[config.mk]
export PLATFORM = sky130hd
export DESIGN_NAME = port_c_upper_pin_mux
export DESIGN_NICKNAME = d
export VERILOG_FILES = /design/src/hdl/pcum_pkg.sv /design/src/hdl/pcum_pin_cell.sv /design/src/hdl/port_c_upper_pin_mux.sv
export SDC_FILE = /design/constraint.sdc
export NUM_CORES = 1
export LEC_CHECK = 0
export BUFFER_PORTS_ARGS = -buffer_cell sky130_fd_sc_hd__buf_2
export CELL_PAD_IN_SITES_DETAIL_PLACEMENT = 1
export CELL_PAD_IN_SITES_GLOBAL_PLACEMENT = 1
export CORE_UTILIZATION = 38
export DETAILED_ROUTE_END_ITERATION = 16
export PLACE_DENSITY = 0.91
export SYNTH_ARGS = -nofsm -noshare
export SYNTH_HDL_FRONTEND = slang
export SYNTH_SLANG_ARGS = --single-unit
[constraint.sdc]
create_clock -name mclk -period 1.75 [get_ports mclk]
set_clock_uncertainty 0.05 [all_clocks]
set_input_delay 0.0875 -clock mclk [delete_from_list [all_inputs] [get_ports mclk]]
set_output_delay 0.0875 -clock mclk [all_outputs]
set_load 0.01 [all_outputs]
[src/hdl/pcum_pkg.sv]
// Constants for the upper port pin multiplexer
`default_nettype none
package pcum_pkg;
  localparam int unsigned DATA_W = 8;
  localparam int unsigned ADDR_W = 4;
  // Register indices
  localparam logic [ADDR_W-1:0] ADDR_PIN_LEVEL = 4'h0;
  localparam logic [ADDR_W-1:0] ADDR_OUT_LATCH = 4'h1;
  localparam logic [ADDR_W-1:0] ADDR_DIRECTION = 4'h2;
  localparam logic [ADDR_W-1:0] ADDR_INT_MAIN  = 4'h3;
  localparam logic [ADDR_W-1:0] ADDR_INT_EDGES = 4'h4;
  localparam logic [ADDR_W-1:0] ADDR_INT_EXT   = 4'h5;
  // Reset values
  localparam logic [DATA_W-1:0] RST_LATCH     = 8'h00;
  localparam logic [DATA_W-1:0] RST_DIRECTION = 8'hFF;
  localparam logic [DATA_W-1:0] RST_INT       = 8'h00;
  localparam logic [DATA_W-1:0] RDATA_IDLE    = 8'h00;
  // Implemented bits of the interrupt control registers
  localparam logic [DATA_W-1:0] MASK_INT_MAIN  = 8'hFF;
  localparam logic [DATA_W-1:0] MASK_INT_EDGES = 8'hF5;
  localparam logic [DATA_W-1:0] MASK_INT_EXT   = 8'hDB;
  // Field positions
  localparam int unsigned BIT_PIN_FIVE   = 5;
  localparam int unsigned BIT_PIN_SIX    = 6;
  localparam int unsigned BIT_PIN_SEVEN  = 7;
  localparam int unsigned BIT_EDGE_TWO   = 4;
  localparam int unsigned BIT_FLAG_TWO   = 1;
  localparam int unsigned LOW_PINS       = 5;
  localparam int unsigned UPPER_PINS     = 3;
  // Direction bit values
  localparam logic DIR_OUT = 1'b0;
  localparam logic DIR_IN  = 1'b1;
endpackage : pcum_pkg
`default_nettype wire

[src/hdl/pcum_pin_cell.sv]
// One pin: two ranked overrides, latch, direction and input synchroniser
`default_nettype none
module pcum_pin_cell
  import pcum_pkg::*;
(
  input  wire logic mclk,
  input  wire logic rst,
  input  wire logic dirBit,
  input  wire logic latchBit,
  input  wire logic firstEn,
  input  wire logic firstVal,
  input  wire logic secondEn,
  input  wire logic secondVal,
  input  wire logic padIn,
  output logic      padOut,
  output logic      padOe,
  output logic      level
);
  logic syncA_r;
  logic level_r;

  // Driver enabled only with direction bit cleared
  assign padOe = (dirBit == DIR_OUT);

  // Higher ranked override first, then second, then latch
  always_comb
  begin
    if (firstEn)
      padOut = firstVal;
    else if (secondEn)
      padOut = secondVal;
    else
      padOut = latchBit;
  end

  // Two-stage synchroniser standing in for the input buffer
  always_ff @(posedge mclk)
  begin
    if (rst)
    begin
      syncA_r <= 1'b0;
      level_r <= 1'b0;
    end
    else
    begin
      syncA_r <= padIn;
      level_r <= syncA_r;
    end
  end

  assign level = level_r;
endmodule : pcum_pin_cell
`default_nettype wire

[src/hdl/port_c_upper_pin_mux.sv]
// Upper port pins five to seven: registers, peripheral overrides, relocation
// Notes on behaviour
// - Output pin with no override drives its output latch bit.
// - Input pin level is sampled and read back in pin level register.
// - SPI master clock drives pin five when output; input feeds external clock.
// - I2C clock drives pin five over latch; input path per serial unit setting.
// - Async transmit data drives pin six over latch; software sets output.
// - Sync mode clock drives pin six when output; input passes external clock.
// - Pin six as input supplies SPI slave select.
// - Pin seven as input supplies async receive data.
// - Sync data drives pin seven when output; reception needs input direction.
// - SPI data out drives pin seven over latch when output.
// - Serial and timer clock functions relocate to alternate neighbour pins.
// - Unimplemented interrupt control bits read as zero.
// - Direction register reads stored contents regardless of overrides.
// - After reset every pin is a digital input.
`default_nettype none
module port_c_upper_pin_mux
  import pcum_pkg::*;
(
  input  wire logic              mclk,
  input  wire logic              rst,
  // Register port
  input  wire logic [ADDR_W-1:0] regAddr,
  input  wire logic [DATA_W-1:0] regWdata,
  input  wire logic              regWrite,
  input  wire logic              regRead,
  output logic      [DATA_W-1:0] regRdata,
  // Register contents towards the rest of the chip
  output logic      [DATA_W-1:0] outputLatchReg,
  output logic      [DATA_W-1:0] directionReg,
  output logic      [DATA_W-1:0] intMainReg,
  output logic      [DATA_W-1:0] intEdgesReg,
  output logic      [DATA_W-1:0] intExtReg,
  input  wire logic [LOW_PINS-1:0] lowPinLevels,
  // Synchronous serial unit
  input  wire logic              sspSpiMaster,
  input  wire logic              sspI2cMode,
  input  wire logic              sspSckOut,
  input  wire logic              sspSclOut,
  input  wire logic              sspSdoEn,
  input  wire logic              sspSdoOut,
  input  wire logic              sspAltPins,
  input  wire logic              timerAltClk,
  output logic                   sspSckIn,
  output logic                   sspSsIn,
  output logic                   sspSdiIn,
  output logic                   timerExtClkIn,
  // Enhanced serial unit
  input  wire logic              euTxEn,
  input  wire logic              euTxOut,
  input  wire logic              euSyncMode,
  input  wire logic              euSyncClkOut,
  input  wire logic              euSyncDataOut,
  output logic                   euRxIn,
  output logic                   euClkIn,
  output logic                   euDataIn,
  output logic                   externalIrqTwo,
  // Pins five to seven
  input  wire logic              pinFiveIn,
  output logic                   pinFiveOut,
  output logic                   pinFiveOe,
  input  wire logic              pinSixIn,
  output logic                   pinSixOut,
  output logic                   pinSixOe,
  input  wire logic              pinSevenIn,
  output logic                   pinSevenOut,
  output logic                   pinSevenOe,
  // Neighbouring port alternate pins and lower pin functions
  input  wire logic              pinFourLevel,
  input  wire logic              pinThreeLevel,
  input  wire logic              altPinZeroIn,
  input  wire logic              altPinTwoIn,
  input  wire logic              altPinThreeIn,
  output logic                   altPinOneEn,
  output logic                   altPinOneOut,
  output logic                   altPinTwoEn,
  output logic                   altPinTwoOut,
  output logic                   altPinThreeEn,
  output logic                   altPinThreeOut
);
  logic [DATA_W-1:0] latch_r;
  logic [DATA_W-1:0] dir_r;
  logic [DATA_W-1:0] intMain_r;
  logic [DATA_W-1:0] intEdges_r;
  logic [DATA_W-1:0] intExt_r;
  logic [DATA_W-1:0] intExt_nxt;
  logic [DATA_W-1:0] rdata_r;
  logic [DATA_W-1:0] rdata_nxt;
  logic [DATA_W-1:0] pinLevels;
  logic              levelFive;
  logic              levelSix;
  logic              levelSeven;
  logic              altZero_r;
  logic              altZeroS_r;
  logic              altTwo_r;
  logic              altTwoS_r;
  logic              altThree_r;
  logic              altThreeS_r;
  logic              fivePrev_r;
  logic              int2Edge;
  logic              fiveSckEn;
  logic              fiveSclEn;
  logic              sixClkEn;
  logic              sixTxEn;
  logic              sevenDtEn;
  logic              sevenSdoEn;
  logic              wrPinLevel;
  logic              wrLatch;

  assign wrPinLevel = regWrite && (regAddr == ADDR_PIN_LEVEL);
  assign wrLatch    = regWrite && (regAddr == ADDR_OUT_LATCH);

  // latch written directly or via pin level register
  always_ff @(posedge mclk)
  begin
    if (rst)
      latch_r <= RST_LATCH;
    else if (wrPinLevel || wrLatch)
      latch_r <= regWdata;
  end

  // all direction bits set at reset
  always_ff @(posedge mclk)
  begin
    if (rst)
      dir_r <= RST_DIRECTION;
    else if (regWrite && (regAddr == ADDR_DIRECTION))
      dir_r <= regWdata;
  end

  always_ff @(posedge mclk)
  begin
    if (rst)
    begin
      intMain_r  <= RST_INT;
      intEdges_r <= RST_INT;
    end
    else
    begin
      if (regWrite && (regAddr == ADDR_INT_MAIN))
        intMain_r <= regWdata & MASK_INT_MAIN;
      if (regWrite && (regAddr == ADDR_INT_EDGES))
        intEdges_r <= regWdata & MASK_INT_EDGES;
    end
  end

  // Edge on pin five as input, polarity chosen by edge select bit
  always_ff @(posedge mclk)
  begin
    if (rst)
      fivePrev_r <= 1'b0;
    else
      fivePrev_r <= levelFive;
  end

  assign int2Edge = (dir_r[BIT_PIN_FIVE] == DIR_IN) &&
                    (intEdges_r[BIT_EDGE_TWO] ? (levelFive && !fivePrev_r)
                                              : (!levelFive && fivePrev_r));

  // Flag set by the pin edge wins over a software write
  always_comb
  begin
    intExt_nxt = intExt_r;
    if (regWrite && (regAddr == ADDR_INT_EXT))
      intExt_nxt = regWdata & MASK_INT_EXT;
    if (int2Edge)
      intExt_nxt[BIT_FLAG_TWO] = 1'b1;
  end

  always_ff @(posedge mclk)
  begin
    if (rst)
      intExt_r <= RST_INT;
    else
      intExt_r <= intExt_nxt;
  end

  // sampled levels of upper pins beside lower pin levels
  assign pinLevels = {levelSeven, levelSix, levelFive, lowPinLevels};

  // Read data valid only in the cycle after the read strobe
  always_comb
  begin
    rdata_nxt = RDATA_IDLE;
    if (regRead)
    begin
      case (regAddr)
        ADDR_PIN_LEVEL: rdata_nxt = pinLevels;
        ADDR_OUT_LATCH: rdata_nxt = latch_r;
        ADDR_DIRECTION: rdata_nxt = dir_r;
        ADDR_INT_MAIN:  rdata_nxt = intMain_r;
        ADDR_INT_EDGES: rdata_nxt = intEdges_r;
        ADDR_INT_EXT:   rdata_nxt = intExt_r;
        default:        rdata_nxt = RDATA_IDLE;
      endcase
    end
  end

  always_ff @(posedge mclk)
  begin
    if (rst)
      rdata_r <= RDATA_IDLE;
    else
      rdata_r <= rdata_nxt;
  end

  assign regRdata       = rdata_r;
  assign outputLatchReg = latch_r;
  assign directionReg   = dir_r;
  assign intMainReg     = intMain_r;
  assign intEdgesReg    = intEdges_r;
  assign intExtReg      = intExt_r;

  // relocated serial functions leave the upper pins
  assign fiveSclEn  = sspI2cMode && !sspAltPins;
  assign fiveSckEn  = sspSpiMaster && !sspI2cMode && !sspAltPins;
  assign sevenSdoEn = sspSdoEn && !sspAltPins;
  assign sixClkEn   = euSyncMode;
  assign sixTxEn    = euTxEn && !euSyncMode;
  assign sevenDtEn  = euSyncMode;

  // I2C clock ranks above SPI clock
  pcum_pin_cell u_pinFive (
    .mclk      (mclk),
    .rst       (rst),
    .dirBit    (dir_r[BIT_PIN_FIVE]),
    .latchBit  (latch_r[BIT_PIN_FIVE]),
    .firstEn   (fiveSclEn),
    .firstVal  (sspSclOut),
    .secondEn  (fiveSckEn),
    .secondVal (sspSckOut),
    .padIn     (pinFiveIn),
    .padOut    (pinFiveOut),
    .padOe     (pinFiveOe),
    .level     (levelFive)
  );

  // sync clock ranks above transmit data
  pcum_pin_cell u_pinSix (
    .mclk      (mclk),
    .rst       (rst),
    .dirBit    (dir_r[BIT_PIN_SIX]),
    .latchBit  (latch_r[BIT_PIN_SIX]),
    .firstEn   (sixClkEn),
    .firstVal  (euSyncClkOut),
    .secondEn  (sixTxEn),
    .secondVal (euTxOut),
    .padIn     (pinSixIn),
    .padOut    (pinSixOut),
    .padOe     (pinSixOe),
    .level     (levelSix)
  );

  // sync data ranks above SPI data out
  pcum_pin_cell u_pinSeven (
    .mclk      (mclk),
    .rst       (rst),
    .dirBit    (dir_r[BIT_PIN_SEVEN]),
    .latchBit  (latch_r[BIT_PIN_SEVEN]),
    .firstEn   (sevenDtEn),
    .firstVal  (euSyncDataOut),
    .secondEn  (sevenSdoEn),
    .secondVal (sspSdoOut),
    .padIn     (pinSevenIn),
    .padOut    (pinSevenOut),
    .padOe     (pinSevenOe),
    .level     (levelSeven)
  );

  // Alternate neighbour pins are asynchronous: two stages each
  always_ff @(posedge mclk)
  begin
    if (rst)
    begin
      altZero_r   <= 1'b0;
      altZeroS_r  <= 1'b0;
      altTwo_r    <= 1'b0;
      altTwoS_r   <= 1'b0;
      altThree_r  <= 1'b0;
      altThreeS_r <= 1'b0;
    end
    else
    begin
      altZero_r   <= altPinZeroIn;
      altZeroS_r  <= altZero_r;
      altTwo_r    <= altPinTwoIn;
      altTwoS_r   <= altTwo_r;
      altThree_r  <= altPinThreeIn;
      altThreeS_r <= altThree_r;
    end
  end

  // override requests toward the alternate pins
  assign altPinOneEn    = sspSdoEn && sspAltPins;
  assign altPinOneOut   = sspSdoOut;
  assign altPinTwoEn    = sspI2cMode && sspAltPins;
  assign altPinTwoOut   = 1'b0;
  assign altPinThreeEn  = (sspI2cMode || sspSpiMaster) && sspAltPins;
  assign altPinThreeOut = sspI2cMode ? sspSclOut : sspSckOut;

  // external serial clock from pin five or its alternate
  assign sspSckIn = sspAltPins ? altThreeS_r : levelFive;
  // data in and timer clock from selected pin
  assign sspSdiIn      = sspAltPins ? altTwoS_r : pinFourLevel;
  assign timerExtClkIn = timerAltClk ? altZeroS_r : pinThreeLevel;

  // slave select from pin six level
  assign sspSsIn = levelSix;
  // receive data from pin seven level
  assign euRxIn = levelSeven;
  // sync data input from pin seven level
  assign euDataIn = levelSeven;
  // external sync clock from pin six level
  assign euClkIn = levelSix;
  assign externalIrqTwo = levelFive;
endmodule : port_c_upper_pin_mux
`default_nettype wire

==> flow_metrics.env <==
export IMPL_status="finished clean"
export IMPL_power_density_mw_per_mm2=848
export IMPL_yosysTopAreaCellShare_pct=42.0
export IMPL_insertion_delay_ns=0.33
export IMPL_portBuffers=104
export IMPL_preCtsSetupSlack_ns=0.237
export IMPL_drive_gt1_share_pct=37.3
export IMPL_num_nets_final=437
export IMPL_post_route_cell_area_sq_mm=0.00347
export IMPL_ys_seq_elements=57
export IMPL_cts_tree="built"
export IMPL_postSynthCellCount=294
export IMPL_antenna_found_initial=0
export IMPL_rr_startpoint="intExtReg[4]"
export IMPL_placedCellCount=471
export IMPL_finalSetupTns_ns=0
export IMPL_endpoint_kind="primary output"
export IMPL_grt_use_met2_pct=43.4
export IMPL_rsz0062_at_grt="no"
export IMPL_min_delay_start="regWdata[7]"
export IMPL_async_reset_ff_share_pct=0
export IMPL_grt_util_met3_pct=6.00
export IMPL_place_gp_congestion=0.837
export IMPL_drcViolationCount=0
export IMPL_worstPathArrival_ns=1.14
export IMPL_start_util_pct=39.6
export IMPL_dr_pass1_iters=4
export IMPL_syn_to_final_growth_pct=27.5
export IMPL_place_hpwl_mm=6.68
export IMPL_track_usage_pct=25.1
export IMPL_fin_crit_ns=1.27
export IMPL_synth_distinct_cells=44
export IMPL_path_clk_slew_ns=0.07
export IMPL_routedWlPerCell_um=18.6
export IMPL_crit_start="outputLatchReg[5]"
export IMPL_synth_area_sq_mm=0.00272
export IMPL_cts_made_buffers=9
export IMPL_layout_commonest_cell="buf_2"
export IMPL_num_rows=30
export IMPL_power_leakage_nw=1.53
export IMPL_cts_setup_buffers=0
export IMPL_diodes=0
export IMPL_fill_cells=870
export IMPL_fin_ws_ns=0.477
export IMPL_grt_max_degree=40
export IMPL_relSlewSlack_pct=58.8
export IMPL_die_area_sq_mm=0.00750
export IMPL_die_height_um=86.6
export IMPL_via_count=2683
export IMPL_synth_edf_count=0
export IMPL_crit_type="reg -> out"
export IMPL_most_common_layout_cells="buf_2 (104), dfxtp_1 (57), a21oi_1 (30), nand2_1 (23), nand3_1 (22)"
export IMPL_root_buffer="clkbuf_8"
export IMPL_finalCritPeriodShare_pct=72.7
export IMPL_post_cts_resized=0
export IMPL_finalHoldViolations=0
export IMPL_ys_seq_area_share_pct=42.0
export IMPL_wl_mm=9.25
export IMPL_crit_fanout=4
export IMPL_via_per_inst=5.41
export IMPL_grt_util_met1_pct=30.2
export IMPL_gr_max_usage_layer="met2"
export IMPL_place_area_sq_mm=0.00318
export IMPL_crit_required_ns=1.61
export IMPL_io_pins=110
export IMPL_grt_pass1_wl_mm=14.0
export IMPL_final_setup_viol_count=0
export IMPL_start_kind="register"
export IMPL_yosysWarnings=0
export IMPL_tightest_slew_ns=0.615
export IMPL_clock_sink_count=57
export IMPL_grt_pass1_vias=2745
export IMPL_synth_avg_cell_area_sq_um=9.25
export IMPL_fin_util_pct=50.5
export IMPL_antenna_left=0
export IMPL_clk_path_buf_depth=2
export IMPL_core_area_sq_mm=0.00687
export IMPL_yosys_area_top_type="dfxtp_1"
export IMPL_drt_iter0_drc=143
export IMPL_ctsHtreeMaxLevel=3
export IMPL_grt_overflow=0
export IMPL_fmax_ghz=0.786
export IMPL_final_cells=496
export IMPL_ys_top_cells_by_area="dfxtp_1 (42%), a21oi_1 (5.5%), buf_4 (4.4%)"
export IMPL_ir_worst_vdd_v=0.000483
export IMPL_hp_class="in -> reg"
export IMPL_drv_cap=0
export IMPL_die_w_um=86.6
export IMPL_ys_flop_type="dfxtp_1"
export IMPL_slew_viol_final=0
==> worst max-delay path, cell delays in order (launching register included) <==
cell and delay [ns]:
dfxtp_1 0.36, mux2_2 0.29, buf_2 0.15
==> registers in the layout, indices dropped and copies added (netlist names), 6 cells and up <==
register	count
directionReg	8
intEdgesReg	6
intExtReg	6
intMainReg	8
outputLatchReg	8
regRdata	8
==> stage by stage <==
| stage | power (mW) | hold WS, ns |
|---|---|---|
| 3_3_place_gp | 1.70 | 0.244 |
| 2_1_floorplan | 1.59 | 0.166 |
| 5_1_grt | 3.04 | 0.0179 |
| 6_report | 2.94 | 0.0230 |
| 3_5_place_dp | 1.71 | 0.255 |
| 4_1_cts | 2.95 | 0.00751 |
==> layout make-up <==
type	count	area (sq um)	area share [%]
Timing Repair Buffer	120	663	19.1
Multi-Input combinational cell	203	1330	38.4
Inverter	4	15.0	0.433
Tap cell	96	120	3.46
Sequential cell	57	1140	32.9
Clock inverter	5	55.1	1.59
Clock buffer	11	141	4.08
==> per-layer routing <==
metal / routed length, um / vias up
met5: 0 / -
met4: 235 / 0
met3: 557 / 18
met2: 4720 / 118
met1: 3730 / 1313
li1: - / 1234
==> cells by family after synthesis <==
family                 Yosys count  share of synthesized area (%)
multiplexers                    17                           7.59
flip-flops                      57                           42.0
AO/OA/AOI/OAI                   79                           17.1
buffers and inverters           38                           9.66
AND/OR/NAND/NOR                102                           23.6
other                            1                          0.138
==> what timing repair did <==
action                     4_1_cts  5_1_grt
setup endpoints to repair        0        0
hold endpoints to repair         9        0
hold buffers                     9        0
==> Yosys cell counts (4+ instances only) <==
cell type,n
buf_4,16
o21ai_0,7
nor2_1,5
mux2i_1,6
clkbuf_1,7
mux2_2,7
dfxtp_1,57
nand3b_1,4
a22oi_1,7
buf_6,6
a211o_1,5
and3_2,5
buf_2,4
nor2b_1,18
nand2_1,23
inv_1,4
nand3_1,22
o21ai_1,19
a21oi_1,30
==> power by group <==
part | switching, mW | leakage, nW | internal, mW
sequential | 0.0204 | 0.463 | 1.33
combinational | 0.210 | 0.968 | 0.150
clock | 0.541 | 0.0953 | 0.691
==> final timing paths <==
check                      endpoint  slack [ns]  depth (start not counted)
hold / removal    outputLatchReg[7]        0.02                          3
setup / recovery         pinFiveOut        0.48                          2
setup reg to reg        regRdata[4]        0.49                          3
hold reg to reg      u_pinSix.level        0.39                          1
Note: power is estimated with default switching activity, not from simulation.
